`config.mk`:
```
export PLATFORM = sky130hd
export DESIGN_NAME = hbsc_serial_ctrl
export DESIGN_NICKNAME = d
export VERILOG_FILES = /design/src/hbsc_pkg.sv /design/src/hbsc_serial_ctrl.sv /design/src/hbsc_word_buf.sv
export SDC_FILE = /design/constraint.sdc
export NUM_CORES = 1
export LEC_CHECK = 0
export BUFFER_PORTS_ARGS = -buffer_cell sky130_fd_sc_hd__buf_2
export CAP_MARGIN = 30
export CORE_MARGIN = 4
export CORE_UTILIZATION = 54
export CTS_CLUSTER_SIZE = 30
export DETAILED_ROUTE_END_ITERATION = 16
export PLACE_DENSITY = 0.74
export SLEW_MARGIN = 20
export SYNTH_ARGS = -nofsm -noshare
export SYNTH_HDL_FRONTEND = slang
export SYNTH_SLANG_ARGS = --single-unit
```
`constraint.sdc`:
```
create_clock -name mclk -period 1.6 [get_ports mclk]
set_input_delay 0.24 -clock mclk [delete_from_list [all_inputs] [get_ports mclk]]
set_output_delay 0.24 -clock mclk [all_outputs]
set_load 0.02 [all_outputs]
```
`src/hbsc_pkg.sv`:
```
// Constants, field layout and carrier types for the half-bridge serial control block.
// Assumes every user file refers to these items by their scoped names.
package hbsc_pkg;

  // Word and field layout
  localparam int          WORD_W        = 16;
  localparam int          NUM_SW        = 6;
  localparam int          CNT_W         = 5;
  localparam int          CTRL_CLR_BIT  = 0;
  localparam int          CTRL_SW_LSB   = 1;
  localparam int          CTRL_SHDN_BIT = 13;
  localparam int          ST_TEMP_BIT   = 0;
  localparam int          ST_SW_LSB     = 1;
  localparam int          ST_PAD_W      = 6;
  localparam int          ST_SHORT_BIT  = 13;
  localparam int          ST_OPEN_BIT   = 14;
  localparam int          ST_SUPPLY_BIT = 15;
  localparam logic [4:0]  WORD_BITS     = 5'h10;
  localparam logic [4:0]  CNT_ZERO      = 5'h00;
  localparam logic [4:0]  CNT_ONE       = 5'h01;

  // Buffer shape
  localparam int          BUF_DEPTH     = 2;

  // Reset values
  localparam logic        SHDN_RST      = 1'b1;
  localparam logic [5:0]  SW_RST        = 6'h00;
  localparam logic [15:0] WORD_ZERO     = 16'h0000;

  // Applied control fields
  typedef struct packed {
    logic       shdn_en;
    logic [5:0] sw_en;
  } hbsc_ctrl_t;

  // Analog detector levels, one bit per switch where per switch
  typedef struct packed {
    logic       temp_warn;
    logic       undervolt;
    logic [5:0] overcurrent;
    logic [5:0] open_load;
  } hbsc_sense_t;

  // Every asynchronous input, synchronised as one group
  typedef struct packed {
    logic        cs_n;
    logic        sclk;
    logic        serial_in;
    logic        standby_ctrl_n;
    hbsc_sense_t sense;
  } hbsc_pins_t;

  localparam hbsc_pins_t PINS_RST = '{cs_n: 1'b1, sclk: 1'b0, serial_in: 1'b0,
                                      standby_ctrl_n: 1'b0, sense: '0};

endpackage

```
`src/hbsc_serial_ctrl.sv`:
```
// Serial control and status interface of a triple half-bridge driver.
// Assumes chip select, serial clock, data and detector levels arrive asynchronously;
// the power stage takes a control word whenever apply_ready is high.
`timescale 1ns/10ps
module hbsc_serial_ctrl (
  // Clock, reset and freeze
  input  wire logic              mclk,
  input  wire logic              reset,
  input  wire logic              mclk_en,
  // Serial pins
  input  wire logic              cs_n,
  input  wire logic              sclk,
  input  wire logic              serial_in,
  output logic                   sdo_out,
  output logic                   sdo_oe,
  // Standby pin and detector levels
  input  wire logic              standby_ctrl_n,
  input  wire hbsc_pkg::hbsc_sense_t sense,
  // Power stage handshake
  input  wire logic              apply_ready,
  output logic                   ctrl_buf_ready,
  // Switch drive
  output logic                   low_side_en_1,
  output logic                   high_side_en_1,
  output logic                   low_side_en_2,
  output logic                   high_side_en_2,
  output logic                   low_side_en_3,
  output logic                   high_side_en_3,
  output logic                   overcurrent_shutdown_en
);

  localparam int W = hbsc_pkg::WORD_W;
  localparam int N = hbsc_pkg::NUM_SW;

  // Synchroniser: first stage feeds only the second
  hbsc_pkg::hbsc_pins_t pins_raw;
  hbsc_pkg::hbsc_pins_t sync1_ff;
  hbsc_pkg::hbsc_pins_t sync2_ff;

  assign pins_raw = '{cs_n: cs_n, sclk: sclk, serial_in: serial_in,
                      standby_ctrl_n: standby_ctrl_n, sense: sense};

  always_ff @(posedge mclk)
  begin
    if (reset)
    begin
      sync1_ff <= hbsc_pkg::PINS_RST;
      sync2_ff <= hbsc_pkg::PINS_RST;
    end
    else if (mclk_en)
    begin
      sync1_ff <= pins_raw;
      sync2_ff <= sync1_ff;
    end
  end

  // Edge detection on the synchronised link pins
  logic cs_prev_ff;
  logic sclk_prev_ff;

  always_ff @(posedge mclk)
  begin
    if (reset)
    begin
      cs_prev_ff   <= 1'b1;
      sclk_prev_ff <= 1'b0;
    end
    else if (mclk_en)
    begin
      cs_prev_ff   <= sync2_ff.cs_n;
      sclk_prev_ff <= sync2_ff.sclk;
    end
  end

  wire sel       = ~sync2_ff.cs_n;
  wire cs_fall   = cs_prev_ff & ~sync2_ff.cs_n;
  wire cs_rise   = ~cs_prev_ff & sync2_ff.cs_n;
  wire sclk_fall = sclk_prev_ff & ~sync2_ff.sclk;
  wire sclk_rise = ~sclk_prev_ff & sync2_ff.sclk;
  wire stby_on   = ~sync2_ff.standby_ctrl_n;
  // Standby acts as a held internal reset of control and status
  wire int_rst   = reset | stby_on;

  hbsc_pkg::hbsc_sense_t sns;
  assign sns = sync2_ff.sense;

  // Receive shift register and bit count
  logic [W-1:0] rx_sr_ff;
  logic [4:0]   rx_cnt_ff;
  logic [W-1:0] nxt_rx_sr;
  logic [4:0]   nxt_rx_cnt;

  wire rx_full = (rx_cnt_ff == hbsc_pkg::WORD_BITS);
  // LSB enters first and ends at bit zero
  assign nxt_rx_sr  = (sclk_fall & sel) ? {sync2_ff.serial_in, rx_sr_ff[W-1:1]} : rx_sr_ff;
  assign nxt_rx_cnt = cs_fall ? hbsc_pkg::CNT_ZERO :
                      (sclk_fall & sel & ~rx_full) ? rx_cnt_ff + hbsc_pkg::CNT_ONE :
                      rx_cnt_ff;

  always_ff @(posedge mclk)
  begin
    if (reset)
    begin
      rx_sr_ff  <= hbsc_pkg::WORD_ZERO;
      rx_cnt_ff <= hbsc_pkg::CNT_ZERO;
    end
    else if (mclk_en)
    begin
      rx_sr_ff  <= nxt_rx_sr;
      rx_cnt_ff <= nxt_rx_cnt;
    end
  end

  wire commit = cs_rise & rx_full;

  // Pending word waits here when the buffer is full, so one frame during a stall is not lost;
  // a further frame while still blocked replaces it (newest setting wins).
  logic         pend_ff;
  logic [W-1:0] pend_word_ff;
  logic         buf_in_ready;
  logic         buf_out_valid;
  logic [W-1:0] buf_out_data;

  assign ctrl_buf_ready = buf_in_ready;

  always_ff @(posedge mclk)
  begin
    if (int_rst)
    begin
      pend_ff      <= 1'b0;
      pend_word_ff <= hbsc_pkg::WORD_ZERO;
    end
    else if (mclk_en)
    begin
      if (commit)
      begin
        pend_ff      <= 1'b1;
        pend_word_ff <= rx_sr_ff;
      end
      else if (buf_in_ready)
        pend_ff <= 1'b0;
    end
  end

  hbsc_word_buf #(
    .W     (W),
    .DEPTH (hbsc_pkg::BUF_DEPTH)
  ) u_word_buf (
    .mclk      (mclk),
    .reset     (int_rst),
    .mclk_en   (mclk_en),
    .in_valid  (pend_ff),
    .in_ready  (buf_in_ready),
    .in_data   (pend_word_ff),
    .out_valid (buf_out_valid),
    .out_ready (apply_ready),
    .out_data  (buf_out_data)
  );

  // Applied control word
  wire pop = buf_out_valid & apply_ready;
  hbsc_pkg::hbsc_ctrl_t ctrl_ff;
  hbsc_pkg::hbsc_ctrl_t nxt_ctrl;
  assign nxt_ctrl = '{shdn_en: buf_out_data[hbsc_pkg::CTRL_SHDN_BIT],
                      sw_en:   buf_out_data[hbsc_pkg::CTRL_SW_LSB +: N]};
  wire clr = pop & buf_out_data[hbsc_pkg::CTRL_CLR_BIT];

  always_ff @(posedge mclk)
  begin
    if (int_rst)
      ctrl_ff <= '{shdn_en: hbsc_pkg::SHDN_RST, sw_en: hbsc_pkg::SW_RST};
    else if (mclk_en && pop)
      ctrl_ff <= nxt_ctrl;
  end

  // Protection and flags
  logic [N-1:0] shut_ff;
  logic [N-1:0] sw_drive_ff;
  logic         short_flag_ff;
  logic         open_load_flag_ff;
  logic         supply_fail_flag_ff;

  wire [N-1:0] sw_cmd   = ctrl_ff.sw_en & ~shut_ff;
  wire [N-1:0] oc_trip  = sns.overcurrent & sw_cmd & {N{ctrl_ff.shdn_en}};
  wire [N-1:0] nxt_shut = (shut_ff & ~{N{clr}}) | oc_trip;
  wire [N-1:0] nxt_drv  = sw_cmd & ~oc_trip & {N{~sns.undervolt}};
  wire short_set  = |(sns.overcurrent & sw_cmd);
  wire open_set   = |(sns.open_load & sw_drive_ff);
  wire supply_set = sns.undervolt;

  always_ff @(posedge mclk)
  begin
    if (int_rst)
    begin
      shut_ff             <= '0;
      sw_drive_ff         <= '0;
      short_flag_ff       <= 1'b0;
      open_load_flag_ff   <= 1'b0;
      supply_fail_flag_ff <= 1'b0;
    end
    else if (mclk_en)
    begin
      shut_ff             <= nxt_shut;
      sw_drive_ff         <= nxt_drv;
      short_flag_ff       <= (short_flag_ff & ~clr) | short_set;
      open_load_flag_ff   <= (open_load_flag_ff & ~clr) | open_set;
      supply_fail_flag_ff <= (supply_fail_flag_ff & ~clr) | supply_set;
    end
  end

  wire temp_prewarn_flag = sns.temp_warn & ~stby_on;

  wire [W-1:0] status_word = {supply_fail_flag_ff, open_load_flag_ff, short_flag_ff,
                              {hbsc_pkg::ST_PAD_W{1'b0}}, sw_drive_ff, temp_prewarn_flag};

  // Transmit side
  logic [W-1:0] tx_sr_ff;
  logic         sdo_ff;
  logic         oe_ff;

  // First rising edge precedes the first sample, so shifting waits for one
  // falling edge; otherwise bit zero would never be seen by the host.
  wire tx_shift = sclk_rise & sel & (rx_cnt_ff != hbsc_pkg::CNT_ZERO);

  always_ff @(posedge mclk)
  begin
    if (reset)
    begin
      tx_sr_ff <= hbsc_pkg::WORD_ZERO;
      sdo_ff   <= 1'b0;
      oe_ff    <= 1'b0;
    end
    else if (mclk_en)
    begin
      if (cs_fall)
      begin
        tx_sr_ff <= status_word;
        sdo_ff   <= status_word[hbsc_pkg::ST_TEMP_BIT];
        oe_ff    <= 1'b1;
      end
      else if (cs_rise)
        oe_ff <= 1'b0;
      else if (tx_shift)
      begin
        tx_sr_ff <= {1'b0, tx_sr_ff[W-1:1]};
        sdo_ff   <= tx_sr_ff[1];
      end
    end
  end

  assign sdo_out                 = sdo_ff;
  assign sdo_oe                  = oe_ff;
  assign low_side_en_1           = sw_drive_ff[0];
  assign high_side_en_1          = sw_drive_ff[1];
  assign low_side_en_2           = sw_drive_ff[2];
  assign high_side_en_2          = sw_drive_ff[3];
  assign low_side_en_3           = sw_drive_ff[4];
  assign high_side_en_3          = sw_drive_ff[5];
  assign overcurrent_shutdown_en = ctrl_ff.shdn_en;

  // Checks
  a_oe_on_select: assert property (@(posedge mclk) disable iff (reset)
    (mclk_en && cs_fall) |=> (sdo_oe && sdo_out == $past(temp_prewarn_flag)))
    else $error("output not driven with prewarning at select");

  a_oe_off_deselect: assert property (@(posedge mclk) disable iff (reset)
    (mclk_en && cs_rise) |=> !sdo_oe)
    else $error("output still driven after deselect");

  a_rx_fall_sample: assert property (@(posedge mclk) disable iff (reset)
    (mclk_en && sclk_fall && sel) |=> (rx_sr_ff[W-1] == $past(sync2_ff.serial_in)))
    else $error("input bit not sampled on falling edge");

  a_tx_hold_stable: assert property (@(posedge mclk) disable iff (reset)
    (mclk_en && !tx_shift && !cs_fall) |=> $stable(sdo_out))
    else $error("output bit changed without rising edge");

  a_commit_on_rise: assert property (@(posedge mclk) disable iff (reset)
    (!stby_on && !(mclk_en && cs_rise && rx_full)) |=> $stable(pend_word_ff))
    else $error("control word captured outside chip select rise");

  a_abort_keeps_ctrl: assert property (@(posedge mclk) disable iff (reset)
    (mclk_en && cs_rise && !rx_full && !buf_out_valid && !pend_ff && !stby_on)
      |=> ##1 $stable(ctrl_ff))
    else $error("aborted frame altered control");

  a_clear_flags: assert property (@(posedge mclk) disable iff (reset)
    (mclk_en && clr && !short_set && !open_set && !supply_set && !stby_on)
      |=> (!short_flag_ff && !open_load_flag_ff && !supply_fail_flag_ff))
    else $error("status clear did not clear flags");

  a_short_sets: assert property (@(posedge mclk) disable iff (reset)
    (mclk_en && !stby_on && |oc_trip) |=> (short_flag_ff && (sw_drive_ff & $past(oc_trip)) == '0))
    else $error("short did not set flag and switch off");

  a_shdn_off_keeps: assert property (@(posedge mclk) disable iff (reset)
    (mclk_en && !stby_on && !ctrl_ff.shdn_en && !sns.undervolt)
      |=> (sw_drive_ff == $past(sw_cmd)))
    else $error("switch dropped with shutdown disabled");

  // Prewarning is a live level and may return as standby ends, so bit zero is left out
  a_standby_clears: assert property (@(posedge mclk) disable iff (reset)
    stby_on |=> (sw_drive_ff == '0 && status_word[W-1:hbsc_pkg::ST_SW_LSB] == '0
                 && ctrl_ff.shdn_en == hbsc_pkg::SHDN_RST))
    else $error("standby left switches or status set");

  a_status_layout: assert property (@(posedge mclk) disable iff (reset)
    (mclk_en && cs_fall) |=> ((tx_sr_ff[hbsc_pkg::ST_SW_LSB +: N] == $past(sw_drive_ff))
      && (tx_sr_ff[hbsc_pkg::ST_SW_LSB + N +: hbsc_pkg::ST_PAD_W] == '0)
      && (tx_sr_ff[hbsc_pkg::ST_SHORT_BIT] == $past(short_flag_ff))
      && (tx_sr_ff[hbsc_pkg::ST_OPEN_BIT] == $past(open_load_flag_ff))
      && (tx_sr_ff[hbsc_pkg::ST_SUPPLY_BIT] == $past(supply_fail_flag_ff))))
    else $error("status word layout wrong");

endmodule

```
`src/hbsc_word_buf.sv`:
```
// Two-entry word buffer with valid/ready on both sides.
// Assumes a single clock, synchronous reset and a freeze enable shared with its user.
`timescale 1ns/10ps
module hbsc_word_buf #(
  parameter int W     = hbsc_pkg::WORD_W,
  parameter int DEPTH = hbsc_pkg::BUF_DEPTH
) (
  // Clock and reset
  input  wire logic         mclk,
  input  wire logic         reset,
  input  wire logic         mclk_en,
  // Fill side
  input  wire logic         in_valid,
  output logic              in_ready,
  input  wire logic [W-1:0] in_data,
  // Drain side
  output logic              out_valid,
  input  wire logic         out_ready,
  output logic [W-1:0]      out_data
);

  localparam int PW = $clog2(DEPTH);
  localparam logic [PW:0] CNT_FULL = (PW+1)'(DEPTH);

  logic [W-1:0] mem_ff [DEPTH];
  logic [PW-1:0] wr_ptr_ff;
  logic [PW-1:0] rd_ptr_ff;
  logic [PW:0]   count_ff;

  wire push = in_valid & in_ready;
  wire pop  = out_valid & out_ready;

  assign in_ready  = (count_ff != CNT_FULL);
  assign out_valid = (count_ff != '0);
  assign out_data  = mem_ff[rd_ptr_ff];

  always_ff @(posedge mclk)
  begin
    if (reset)
    begin
      wr_ptr_ff <= '0;
      rd_ptr_ff <= '0;
      count_ff  <= '0;
    end
    else if (mclk_en)
    begin
      if (push)
      begin
        mem_ff[wr_ptr_ff] <= in_data;
        wr_ptr_ff         <= wr_ptr_ff + PW'(1);
      end
      if (pop)
        rd_ptr_ff <= rd_ptr_ff + PW'(1);
      count_ff <= count_ff + (PW+1)'(push) - (PW+1)'(pop);
    end
  end

endmodule

```
# After elaboration in Yosys (flattened, before gate mapping)
# Memories as Yosys holds them, arrays and structs flattened. A register that Yosys moved wholly into a read port is not among the register bits.
# Index checks and enable logic that the tools add are counted.
# Widths: inputs -> output; s select.
[classes]
add_sub_neg = 5
n_eq_ne = 3
mux = 18
bitwise_logic = 39
n_reduce_logical = 17
[op_table]
columns = ["op", "n"]
rows = [
  ["$mux 16", 3],
  ["$and 6x6->6", 7],
  ["$not 6->6", 3],
  ["$and 1x1->1", 16],
  ["$reduce_and 2->1", 7],
  ["$mux 1", 13],
  ["$reduce_or 6->1", 2],
  ["$mux 5", 2],
  ["$reduce_bool 2->1", 5],
  ["$not 1->1", 8],
  ["$or 6x6->6", 1],
  ["$add 5x1->5 const B", 1],
  ["$eq 5x5->1 const B", 1],
  ["$reduce_bool 5->1", 1],
  ["$ne 2x2->1 const B", 2],
  ["$or 1x1->1", 4],
  ["$reduce_and 3->1", 1],
  ["$add 1x1->1 const B", 2],
  ["$add 2x1->2", 1],
  ["$sub 2x1->2", 1],
  ["$logic_and 1x1->1", 1],
]
[word_totals]
register_bits = 120
ram_bits = 32
out_inout_bits = 10
elab_cells = 118
memories = 1
[mem_list]
columns = ["memory", "depth", "width", "read_ports", "rd_ports_with_merged_regs", "write_ports", "line_no", "text"]
rows = [
  ["u_word_buf.mem_ff", 2, 16, 1, 1, 1, "hbsc_word_buf.sv:25", "logic [W-1:0] mem_ff [DEPTH];"],
]

# Depth between registers and ports, before layout
# Gate-level depths: netlist (run 1).
[depth]
word_depth = 7
mapped_depth = 7

# Modules after synthesis
# Synthesis (run 1) repeated with hierarchy kept, for this count alone.
[unflattened]
hier_cells = 585
area_unflattened_um2 = 5928.2
[modules_own_cells]
columns = ["module", "n_inst", "cells_per_inst", "area_each_um2", "seq_area_each_um2"]
rows = [
  ["hbsc_serial_ctrl", 1, 505, 4475.5, 2302.2],
  ["hbsc_word_buf", 1, 80, 1452.6, 1061.0],
]

# Worst setup path before layout (run 1)
# No wires, ideal clock.
[synth_timing]
kind = "register -> register"
startpoint = "register sync2_ff[17] (netlist name)"
endpoint = "register tx_sr_ff[0]"
arrival_time_ns = 1.633
required_time_ns = 1.516
setup_slack_ns = -0.117
path_stages_with_launch = 7
period_less_slack_ns = 1.717
path_cell_list = "dfxtp_1 inv_1 ha_1 clkbuf_1 nor4b_2 nand4_1 o221ai_1"
[synth_between]
word_cells_on_any_way = 9
classes_between = "eq/ne (1); mux (1); bitwise (5); reduce/logical (2)"
[synth_rtl]
columns = ["element", "line_no", "text"]
rows = [
  ["start: declaration", "hbsc_serial_ctrl.sv:38", "hbsc_pkg::hbsc_pins_t sync2_ff;"],
  ["start signal: assignment", "hbsc_serial_ctrl.sv:48", "sync2_ff <= hbsc_pkg::PINS_RST;"],
  ["start signal: assignment", "hbsc_serial_ctrl.sv:53", "sync2_ff <= sync1_ff;"],
  ["$not 1->1 (*)", "hbsc_serial_ctrl.sv:76", "wire cs_fall = cs_prev_ff & ~sync2_ff.cs_n;"],
  ["$and 1x1->1 (*)", "hbsc_serial_ctrl.sv:76", ""],
  ["net cs_fall", "hbsc_serial_ctrl.sv:76", ""],
  ["$ne 2x2->1 (no line) / $reduce_bool 2->1 (equally long branches)", "n/a", ""],
  ["$reduce_and 3->1 (no line)", "n/a", ""],
  ["end signal: assignment", "hbsc_serial_ctrl.sv:229", "tx_sr_ff <= hbsc_pkg::WORD_ZERO;"],
  ["end signal: assignment", "hbsc_serial_ctrl.sv:237", "tx_sr_ff <= status_word;"],
  ["end signal: assignment", "hbsc_serial_ctrl.sv:245", "tx_sr_ff <= {1'b0, tx_sr_ff[W-1:1]};"],
  ["end: declaration", "hbsc_serial_ctrl.sv:217", "logic [W-1:0] tx_sr_ff;"],
]
# The timed path passes the listed nets; every way through them passes the cells marked *.
# A chain may end at the register's enable or synchronous reset.

# Worst setup path after layout (run 1)
[layout_timing]
startpoint = "register u_word_buf.count_ff[1]"
endpoint = "register u_word_buf.count_ff[1]"
[layout_between]
elab_chain_len = 4
word_cells_on_any_way = 6
classes_between = "add/sub (2); eq/ne (1); bitwise (2); reduce/logical (1)"
[layout_rtl]
columns = ["element", "line_no", "text"]
rows = [
  ["start: declaration", "hbsc_word_buf.sv:28", "logic [PW:0] count_ff;"],
  ["start signal: assignment", "hbsc_word_buf.sv:54", "count_ff <= count_ff + (PW+1)'(push) - (PW+1)'(pop);"],
  ["$ne 2x2->1", "hbsc_word_buf.sv:33", "assign in_ready = (count_ff != CNT_FULL);"],
  ["$and 1x1->1", "hbsc_word_buf.sv:30", "wire push = in_valid & in_ready;"],
  ["$add 2x1->2", "hbsc_word_buf.sv:54", ""],
  ["$sub 2x1->2 (*)", "hbsc_word_buf.sv:54", ""],
]
# Every way passes the cells marked *; elsewhere a longest branch is shown, timed or not.

==> out/results.ini, run 1 <==
[yosys]
synth-edff-count = 16
synth_seq_area_share_pct = 51.0
yosys_warnings = 0
avgSynthCellArea_sq_um = 9.48
synth_seq_cells = 128
synth_fp_nets = 591
syn_inst = 563
ys.flop_type = dfxtp_1
async_reset_ff_share_pct = 0
synth.distinct_cells = 47
syn-cell-area_sq_mm = 0.00534

[grt]
grt_pass1_vias = 4290
grt_pass1_wl_microns = 20600
grt_max_degree = 48
grt_usage_pct = 22.5
grt_antenna_before_repair = 0
grt_overflow = 0

[worst_hold_path]
worstHoldPathType = primary input to flop
hold_path_depth = 2
min_to = sync2_ff[14]
min_from = reset

[layout]
regArea_sq_mm = 0.00273
instances_no_fill = 789
num-fill-cells = 702
diodes = 0
final_common_cell = dfxtp_1
final_nets = 671
multiInputGateArea_sq_mm = 0.00252
syn2layout_area_growth_pct = 27.7
final_layout_size_suffix_gt1_share_pct = 21.0
design_area_sq_mm = 0.00681
layout_common_cells = 108 x dfxtp_1, 70 x nand2_1, 49 x nor2_1

[critical_path]
crit_required_ns = 2.04
start_kind = flop
cp_max_fo = 2
ff2ff_setup_slack_ns = -0.1
timing.rr.start = u_word_buf.count_ff[1]
reg2reg_to = u_word_buf.count_ff[1]
cp.arrival_ns = 2.14
cp-end-kind = flop
path_class = flop to flop
rr_worst_depth = 7

[place]
post-place-ws_ns = -0.108
placement.io_buffers = 31
gp_congestion = 0.789
post-dp-hpwl_microns = 8050
dpl.cell_count = 735
place_area_sq_mm = 0.00592

[timing]
slew_headroom_pct = 67.5
rsz0062_at_grt = yes
setup_slack_ns = -0.0955
clock_skew_ns = 0.0104
fmax_mhz = 590
finalSetupViolCount = 1
finalHoldViolCount = 0
period_share_pct = 106
finalMaxSlewViolations = 0
worst_pin_slew_ns = 0.487
period_needed_ns = 1.70

[clock_tree]
ctsRootBufferMaster = clkbuf_8
cts.sinks = 128
numCtsBuffers = 17
h-tree-depth = 4
cts_tree = built
clock_latency_ns = 0.52
cts.reportedPaths.clkPinSlew_ns = 0.06
cts.path.max_buffers = 2

[floorplanning]
die_x_microns = 107
die_h_microns = 107
rows = 36
start_util_pct = 55.1
core_area_sq_mm = 0.00968
die_area_sq_mm = 0.0115
num_io_pins = 32

[route]
drc = 0
detail_route.first_pass.iterations = 5
wl_microns = 12600
vias = 4424
wl_per_cell_microns = 15.9
viasPerCell = 5.61
drtIter0Drc = 282
antenna_left = 0

[pwr]
p_per_area_mw_per_mm2 = 1080
ir_drop_mv = 0.848
p_leak_nw = 2.64

[outcome]
failed_checks = setup timing
status = finished with violations

[run]
cap_violations = 0

==> metal layers <==
| layer | up-vias | share of wire [%] | global-route usage [%] |
|---|---|---|---|
| met5 | - | 0 | 0 |
| met4 | 0 | 1.6 | 8.57 |
| met3 | 22 | 4.6 | 5.16 |
| met2 | 118 | 49 | 37.1 |
| met1 | 2091 | 45 | 28.7 |
| li1 | 2193 | - | - |
==> cell usage after synthesis, drive strengths merged, types with 2 or more instances <==
master	instances	area [sq um]
dfxtp	112	2240
nand2	70	263
nor2	50	188
a21oi	48	240
mux2i	47	470
clkbuf	32	120
o21ai	28	140
edfxtp	16	480
nand4b	16	140
nand3	14	70.1
nand4	11	68.8
a31oi	10	62.6
inv	10	37.5
nor2b	10	62.6
o211ai	9	67.6
o221ai	9	78.8
and4b	8	80.1
buf	8	37.5
and3b	7	61.3
a211oi	6	45.0
ha	6	75.1
a22oi	3	22.5
and2	3	18.8
nand2b	3	18.8
or4	3	22.5
nand4bb	2	22.5
nor4b	2	30.0
o21a	2	15.0
or3	2	12.5
xnor2	2	17.5
==> state kept, by name, summed over array words and instances, names as in the netlist, 2 cells and up, named ones only <==
signal,cells
sw_drive_ff,6
rx_cnt_ff,5
pend_word_ff,8
u_word_buf.count_ff,2
sync2_ff,4
sns,13
shut_ff,6
ctrl_ff,6
u_word_buf.mem_ff,16
rx_sr_ff,16
sync1_ff,18
tx_sr_ff,16
==> worst max path at each step <==
stage | slack [ns] | depth (start not counted) | from | to
3_5_place_dp | -0.11 | 7 | u_word_buf.count_ff[0] | u_word_buf.count_ff[1]
5_1_grt | -0.14 | 7 | u_word_buf.count_ff[1] | u_word_buf.count_ff[1]
3_3_place_gp | 0.005 | 7 | u_word_buf.count_ff[0] | u_word_buf.count_ff[1]
6_report | -0.1 | 7 | u_word_buf.count_ff[1] | u_word_buf.count_ff[1]
4_1_cts | -0.09 | 7 | u_word_buf.count_ff[1] | u_word_buf.count_ff[1]
2_1_floorplan | -0.1 | 4 | mclk_en | u_word_buf.mem_ff[0][0]
==> final cells by class <==
| type | count | area share, % |
|---|---|---|
| inverter | 10 | 0.551 |
| sequential | 128 | 40.0 |
| clock inverter | 14 | 2.00 |
| timing repair buffer | 101 | 11.8 |
| multi-input combinational | 385 | 36.9 |
| clock buffer | 18 | 6.28 |
| tap | 133 | 2.44 |
==> kinds of logic after synthesis <==
logic type / synth area share, %
adders and majority gates: 1.41
and+or+nand+nor: 21.3
muxes: 8.82
DFF: 51.0
buffers and inverters: 3.66
xor gates and xnor gates: 0.328
AOI/OAI and AO/OA: 13.5
==> stage by stage <==
stage	hold WS [ns]	power (mW)	utilization, %	TNS [ns]
after floorplan	0.333	3.60	-	-1.59
after global placement	0.430	3.73	61.1	0
after detailed placement	0.434	3.74	61.1	-0.322
after CTS	0.0469	7.35	69.5	-0.110
after global routing	0.0759	7.59	70.4	-0.254
final	0.0627	7.33	70.4	-0.0955
==> critical path, cell delays in order (launching register included) <==
cell and delay [ns]:
dfxtp_2 0.33, o21a_1 0.18, ha_1 0.28, inv_2 0.04, ha_4 0.15, xnor2_2 0.13
or3_1 0.33, a21oi_2 0.17
==> report_power, final <==
group / internal [mW] / total (mW) / leakage, nW / switching, mW
registers: 3.29 / 3.33 / 1.09 / 0.0336
logic: 0.197 / 0.411 / 1.28 / 0.214
clock network: 2.12 / 3.59 / 0.268 / 1.47
==> what timing repair did <==
| item | 4_1_cts | 5_1_grt |
|---|---|---|
| gates resized for setup | 15 | 15 |
| hold buffers | 18 | 0 |
| endpoints found under the hold margin | 18 | 0 |
| pin swaps | 4 | 6 |
| setup buffers | 1 | 2 |
| setup endpoints to repair | 12 | 28 |
| gates cloned | 0 | 1 |
(Power assumes the default switching activity.)
==> inputs of run 2 (changes only) <==
Settings changed: CORE_UTILIZATION 54 to 30, CTS_CLUSTER_DIAMETER from default to 30, PLACE_DENSITY 0.74 to 0.46, SYNTH_HIERARCHICAL from default to 1.
==> out/results.ini, run 2 <==
[critical_path]
cp_max_fo = 2
start_kind = flop
crit_required_ns = 1.91
slowest_stage = dfxtp_4
path_class = flop to flop
slowest_delay_ns = 0.34
cp.arrival_ns = 1.99
crit_chain = or2_4, and2_4, ha_4, inv_2, ha_4, xor2_2, a21oi_1, a31o_2
critPathBufInv = 1
worst_path_most_repeated_cell = ha_4
cp-end-kind = flop
cp_top_family = adder cells

[clock_tree]
h-tree-depth = 4
numCtsBuffers = 17
cts.sinks = 128
clock_latency_ns = 0.41
cts.reportedPaths.clkPinSlew_ns = 0.06
ctsRootBufferMaster = clkbuf_16
cts.path.max_buffers = 2
cts_tree = built

[yosys]
syn_inst = 529
avgSynthCellArea_sq_um = 9.64
syn-cell-area_sq_mm = 0.00510
yosys_warnings = 6
synth_fp_nets = 557

[timing]
rsz0062_at_grt = yes
period_needed_ns = 1.69
period_share_pct = 105
whs_ns = 0.0604
finalMaxSlewViolations = 0
finalSetupViolCount = 7
worst_pin_slew_ns = 0.546
setup_slack_ns = -0.0857
clock_skew_ns = 0.00839
fin_setup_tns_ns = -0.130
fmax_mhz = 593
slew_headroom_pct = 63.6
finalHoldViolCount = 0

[pwr]
p_sw_share_pct = 21.9
ir_drop_mv = 0.742
seqPwrFrac_pct = 46.0
p_leak_nw = 2.43
pwr-share-comb_pct = 4.2
power.net_switching_mw = 1.58
internal-power_mw = 5.64
clockPowerShare_pct = 49.8
p_per_area_mw_per_mm2 = 1130
p_total_mw = 7.22

[outcome]
failed_checks = setup timing
status = finished with violations

[place]
gp_congestion = 0.793
placement.io_buffers = 31
post-dp-hpwl_microns = 7930
post-place-ws_ns = -0.153

[run]
cap_violations = 0

[floorplanning]
die_x_microns = 138
num_io_pins = 32
rows = 47
start_util_pct = 30.6
die_area_sq_mm = 0.0191
core_area_sq_mm = 0.0166
die_h_microns = 138

[layout]
regArea_sq_mm = 0.00273
largest_register_ffs = 18
final_common_cell = dfxtp_1
multiInputGateArea_sq_mm = 0.00228
syn2layout_area_growth_pct = 25.4
diodes = 0
final_layout_size_suffix_gt1_share_pct = 23.7
layout_common_cells = 107 x dfxtp_1, 93 x nand2_1, 58 x nor2_1
num-fill-cells = 1673
regMostFlops = sync1_ff
final_nets = 615

[grt]
grt_pass1_vias = 3901
grt_usage_pct = 12.1
grt_antenna_before_repair = 0
grt_max_degree = 54
grt_pass1_wl_microns = 19000
grt_overflow = 0

[route]
viasPerCell = 4.73
drc = 0
antenna_left = 0
wl_per_cell_microns = 13.5
detail_route.first_pass.iterations = 5
vias = 3878
wl_microns = 11100
drtIter0Drc = 201

[worst_hold_path]
worstHoldPathType = primary input to flop

run 2: through the flow:
step	instance area, sq um	cells	util, %
after detailed placement	5770	785	34.7
after global placement	5770	785	34.7
after floorplan	5180	529	-
final	6390	820	38.4
after global routing	6390	820	38.4
after CTS	6340	818	38.1
run 2: worst paths after layout:
check	cells after the start	end	start	slack, ns
min	3	sync1_ff[17]	cs_n	0.06
max reg2reg	8	u_word_buf/count_ff[1]	u_word_buf/count_ff[1]	-0.09
min reg2reg	2	rx_sr_ff[9]	rx_sr_ff[10]	0.45
max	8	u_word_buf/count_ff[1]	u_word_buf/count_ff[1]	-0.09
run 2: layout make-up:
cell class	count	area share [%]
inverters	9	0.529
clock inverters	10	1.33
multi-input cells	357	35.7
flip-flops and latches	128	42.7
clock buffers	22	7.28
repair buffers	74	8.07
well taps	220	4.31
run 2: worst register-to-register path, delay by kind of cell (launching register included):
kind | cells | cell delay, ns
AO/OA/AOI/OAI | 2 | 0.29
AND/OR/NAND/NOR | 2 | 0.37
adder cells (fa/ha/maj) | 2 | 0.40
buffers and inverters | 1 | 0.04
XOR/XNOR | 1 | 0.14
flip-flops | 1 | 0.34
run 2: power by group through the flow:
stage | logic (mW) | clock network, mW | registers [mW]
2_1_floorplan | 0.185 | 0 | 3.38
3_3_place_gp | 0.296 | 0 | 3.39
3_5_place_dp | 0.299 | 0 | 3.39
4_1_cts | 0.299 | 3.70 | 3.32
5_1_grt | 0.339 | 3.83 | 3.33
6_report | 0.303 | 3.60 | 3.32
run 2: timing repair:
item                       CTS  global route
pin swaps                    3             6
buffers inserted             2             2
setup endpoints to repair   14            24
gates resized for setup      4             7
hold buffers                 0             0
run 2: metal layers:
metal	GRT usage, %	up-vias	wire (microns)
met5	0	-	0
met4	4.32	0	109
li1	-	1963	-
met2	19.3	57	5250
met1	15.4	1843	5230
met3	4.04	15	506
==> inputs of run 3 (changes only) <==
Settings changed: PLACE_DENSITY 0.46 to 0.44.
Clock period 1.6 ns to 2.1 ns, I/O delays scaled along.
==> out/results.ini, run 3 (synthesis results as in run 2) <==
[outcome]
status = complete, no violations

[critical_path]
cp_max_fo = 5
path_class = flop to flop
ff2ff_setup_slack_ns = 0.16
crit_required_ns = 2.40
start_kind = flop
cp.arrival_ns = 2.24
cp-end-kind = flop
reg2reg_to = u_word_buf/count_ff[1]
timing.rr.start = u_word_buf/count_ff[0]
rr_worst_depth = 8

[route]
wl_per_cell_microns = 13.9
drc = 0
viasPerCell = 4.70
vias = 3761
detail_route.first_pass.iterations = 7
wl_microns = 11200
antenna_left = 0
drtIter0Drc = 244

[timing]
clock_skew_ns = 0.00765
fin_setup_tns_ns = 0
finalSetupViolCount = 0
whs_ns = 0.138
period_needed_ns = 1.94
worst_pin_slew_ns = 0.523
period_share_pct = 92.5
slew_headroom_pct = 65.0
setup_slack_ns = 0.158
finalHoldViolCount = 0
finalMaxSlewViolations = 0
fmax_mhz = 515
rsz0062_at_grt = no

[grt]
grt_max_degree = 33
grt_overflow = 0
grt_pass1_wl_microns = 18900
grt_usage_pct = 12.1
grt_antenna_before_repair = 0
grt_pass1_vias = 3627

[clock_tree]
cts.path.max_buffers = 2
cts_tree = built
cts.reportedPaths.clkPinSlew_ns = 0.05
h-tree-depth = 4
post-cts-setup-buffer-count = 0
numCtsBuffers = 17
cts.sinks = 128
cts_resized = 0
clock_latency_ns = 0.41
ctsRootBufferMaster = clkbuf_16
ctsHoldBuffers = 0

[worst_hold_path]
min_from = cs_n
worstHoldPathType = primary input to flop
hold_path_depth = 3
min_to = sync1_ff[17]

[layout]
diodes = 0
num-fill-cells = 1663
final_common_cell = dfxtp_1
layout_common_cells = 112 x dfxtp_1, 93 x nand2_1, 59 x nor2_1
largest_register_ffs = 18
syn2layout_area_growth_pct = 19.3
final_nets = 595
regMostFlops = sync1_ff
final_layout_size_suffix_gt1_share_pct = 17.2

[place]
placement.io_buffers = 31
post-dp-hpwl_microns = 7870
gp_congestion = 0.744
post-place-ws_ns = 0.167

[pwr]
internal-power_mw = 4.34
p_per_area_mw_per_mm2 = 904
p_leak_nw = 2.30
seqPwrFrac_pct = 46.1
pwr-share-comb_pct = 3.8
ir_drop_mv = 0.505
power.net_switching_mw = 1.16
clockPowerShare_pct = 50.1
p_sw_share_pct = 21.1

[floorplanning]
die_x_microns = 138
die_area_sq_mm = 0.0191
core_area_sq_mm = 0.0166
start_util_pct = 30.6
rows = 47
num_io_pins = 32
die_h_microns = 138

[run]
cap_violations = 0

==> run 3: cell count changes in the layout (fill, tap and decap cells not counted), sizes merged <==
| cell | before | now |
|---|---|---|
| buf | 74 | 54 |
| clkinvlp | 2 | 0 |
| clkbuf | 22 | 26 |
| inv | 10 | 8 |
==> run 3: final cells by class <==
| cell class | instances | area [sq um] | share of cell area [%] |
|---|---|---|---|
| inverter | 9 | 33.8 | 0.555 |
| multi-input combinational | 357 | 2170 | 35.7 |
| timing repair buffer | 54 | 328 | 5.39 |
| clock inverter | 6 | 55.1 | 0.905 |
| clock buffer | 26 | 499 | 8.21 |
| sequential | 128 | 2720 | 44.8 |
| tap | 220 | 275 | 4.53 |
==> run 3: critical path, stage by stage (launching register included) <==
cell and delay (ns):
dfxtp_1 0.34, or2_2 0.31, and2_1 0.17, ha_1 0.28
inv_1 0.06, ha_1 0.15, xor2_1 0.21, a21oi_1 0.11
a31o_2 0.21
==> run 3: worst max path at each step <==
| stage | startpoint | to |
|---|---|---|
| global route | u_word_buf/count_ff[0] | u_word_buf/count_ff[1] |
| detailed placement | u_word_buf/count_ff[0] | u_word_buf/count_ff[1] |
| global placement | u_word_buf/count_ff[0] | u_word_buf/count_ff[1] |
| CTS | u_word_buf/count_ff[0] | u_word_buf/count_ff[1] |
| floorplan | reset | u_word_buf/mem_ff[0][0] |
| finish | u_word_buf/count_ff[0] | u_word_buf/count_ff[1] |
==> run 3: stage by stage <==
step | power [mW] | instance area [sq um] | util, % | cells
floorplan | 2.71 | 5100 | - | 529
finish | 5.50 | 6080 | 36.5 | 800
CTS | 5.57 | 6080 | 36.5 | 800
detailed placement | 2.80 | 5530 | 33.2 | 768
global placement | 2.79 | 5530 | 33.2 | 768
global route | 5.73 | 6080 | 36.5 | 800
==> run 3: per-layer routing <==
metal	vias to the layer above	GRT usage (%)	wire, microns
li1	1920	-	-
met2	48	18.5	5070
met4	0	4.16	130
met3	11	3.83	325
met1	1782	16.3	5630
met5	-	0	0
==> run 3: power groups by stage <==
stage                     registers, mW  clock network [mW]  logic, mW
after floorplan                    2.58                   0      0.139
after global placement             2.58                   0      0.208
after detailed placement           2.59                   0      0.212
after CTS                          2.53                2.82      0.213
after global routing               2.54                2.96      0.233
final                              2.53                2.75      0.211
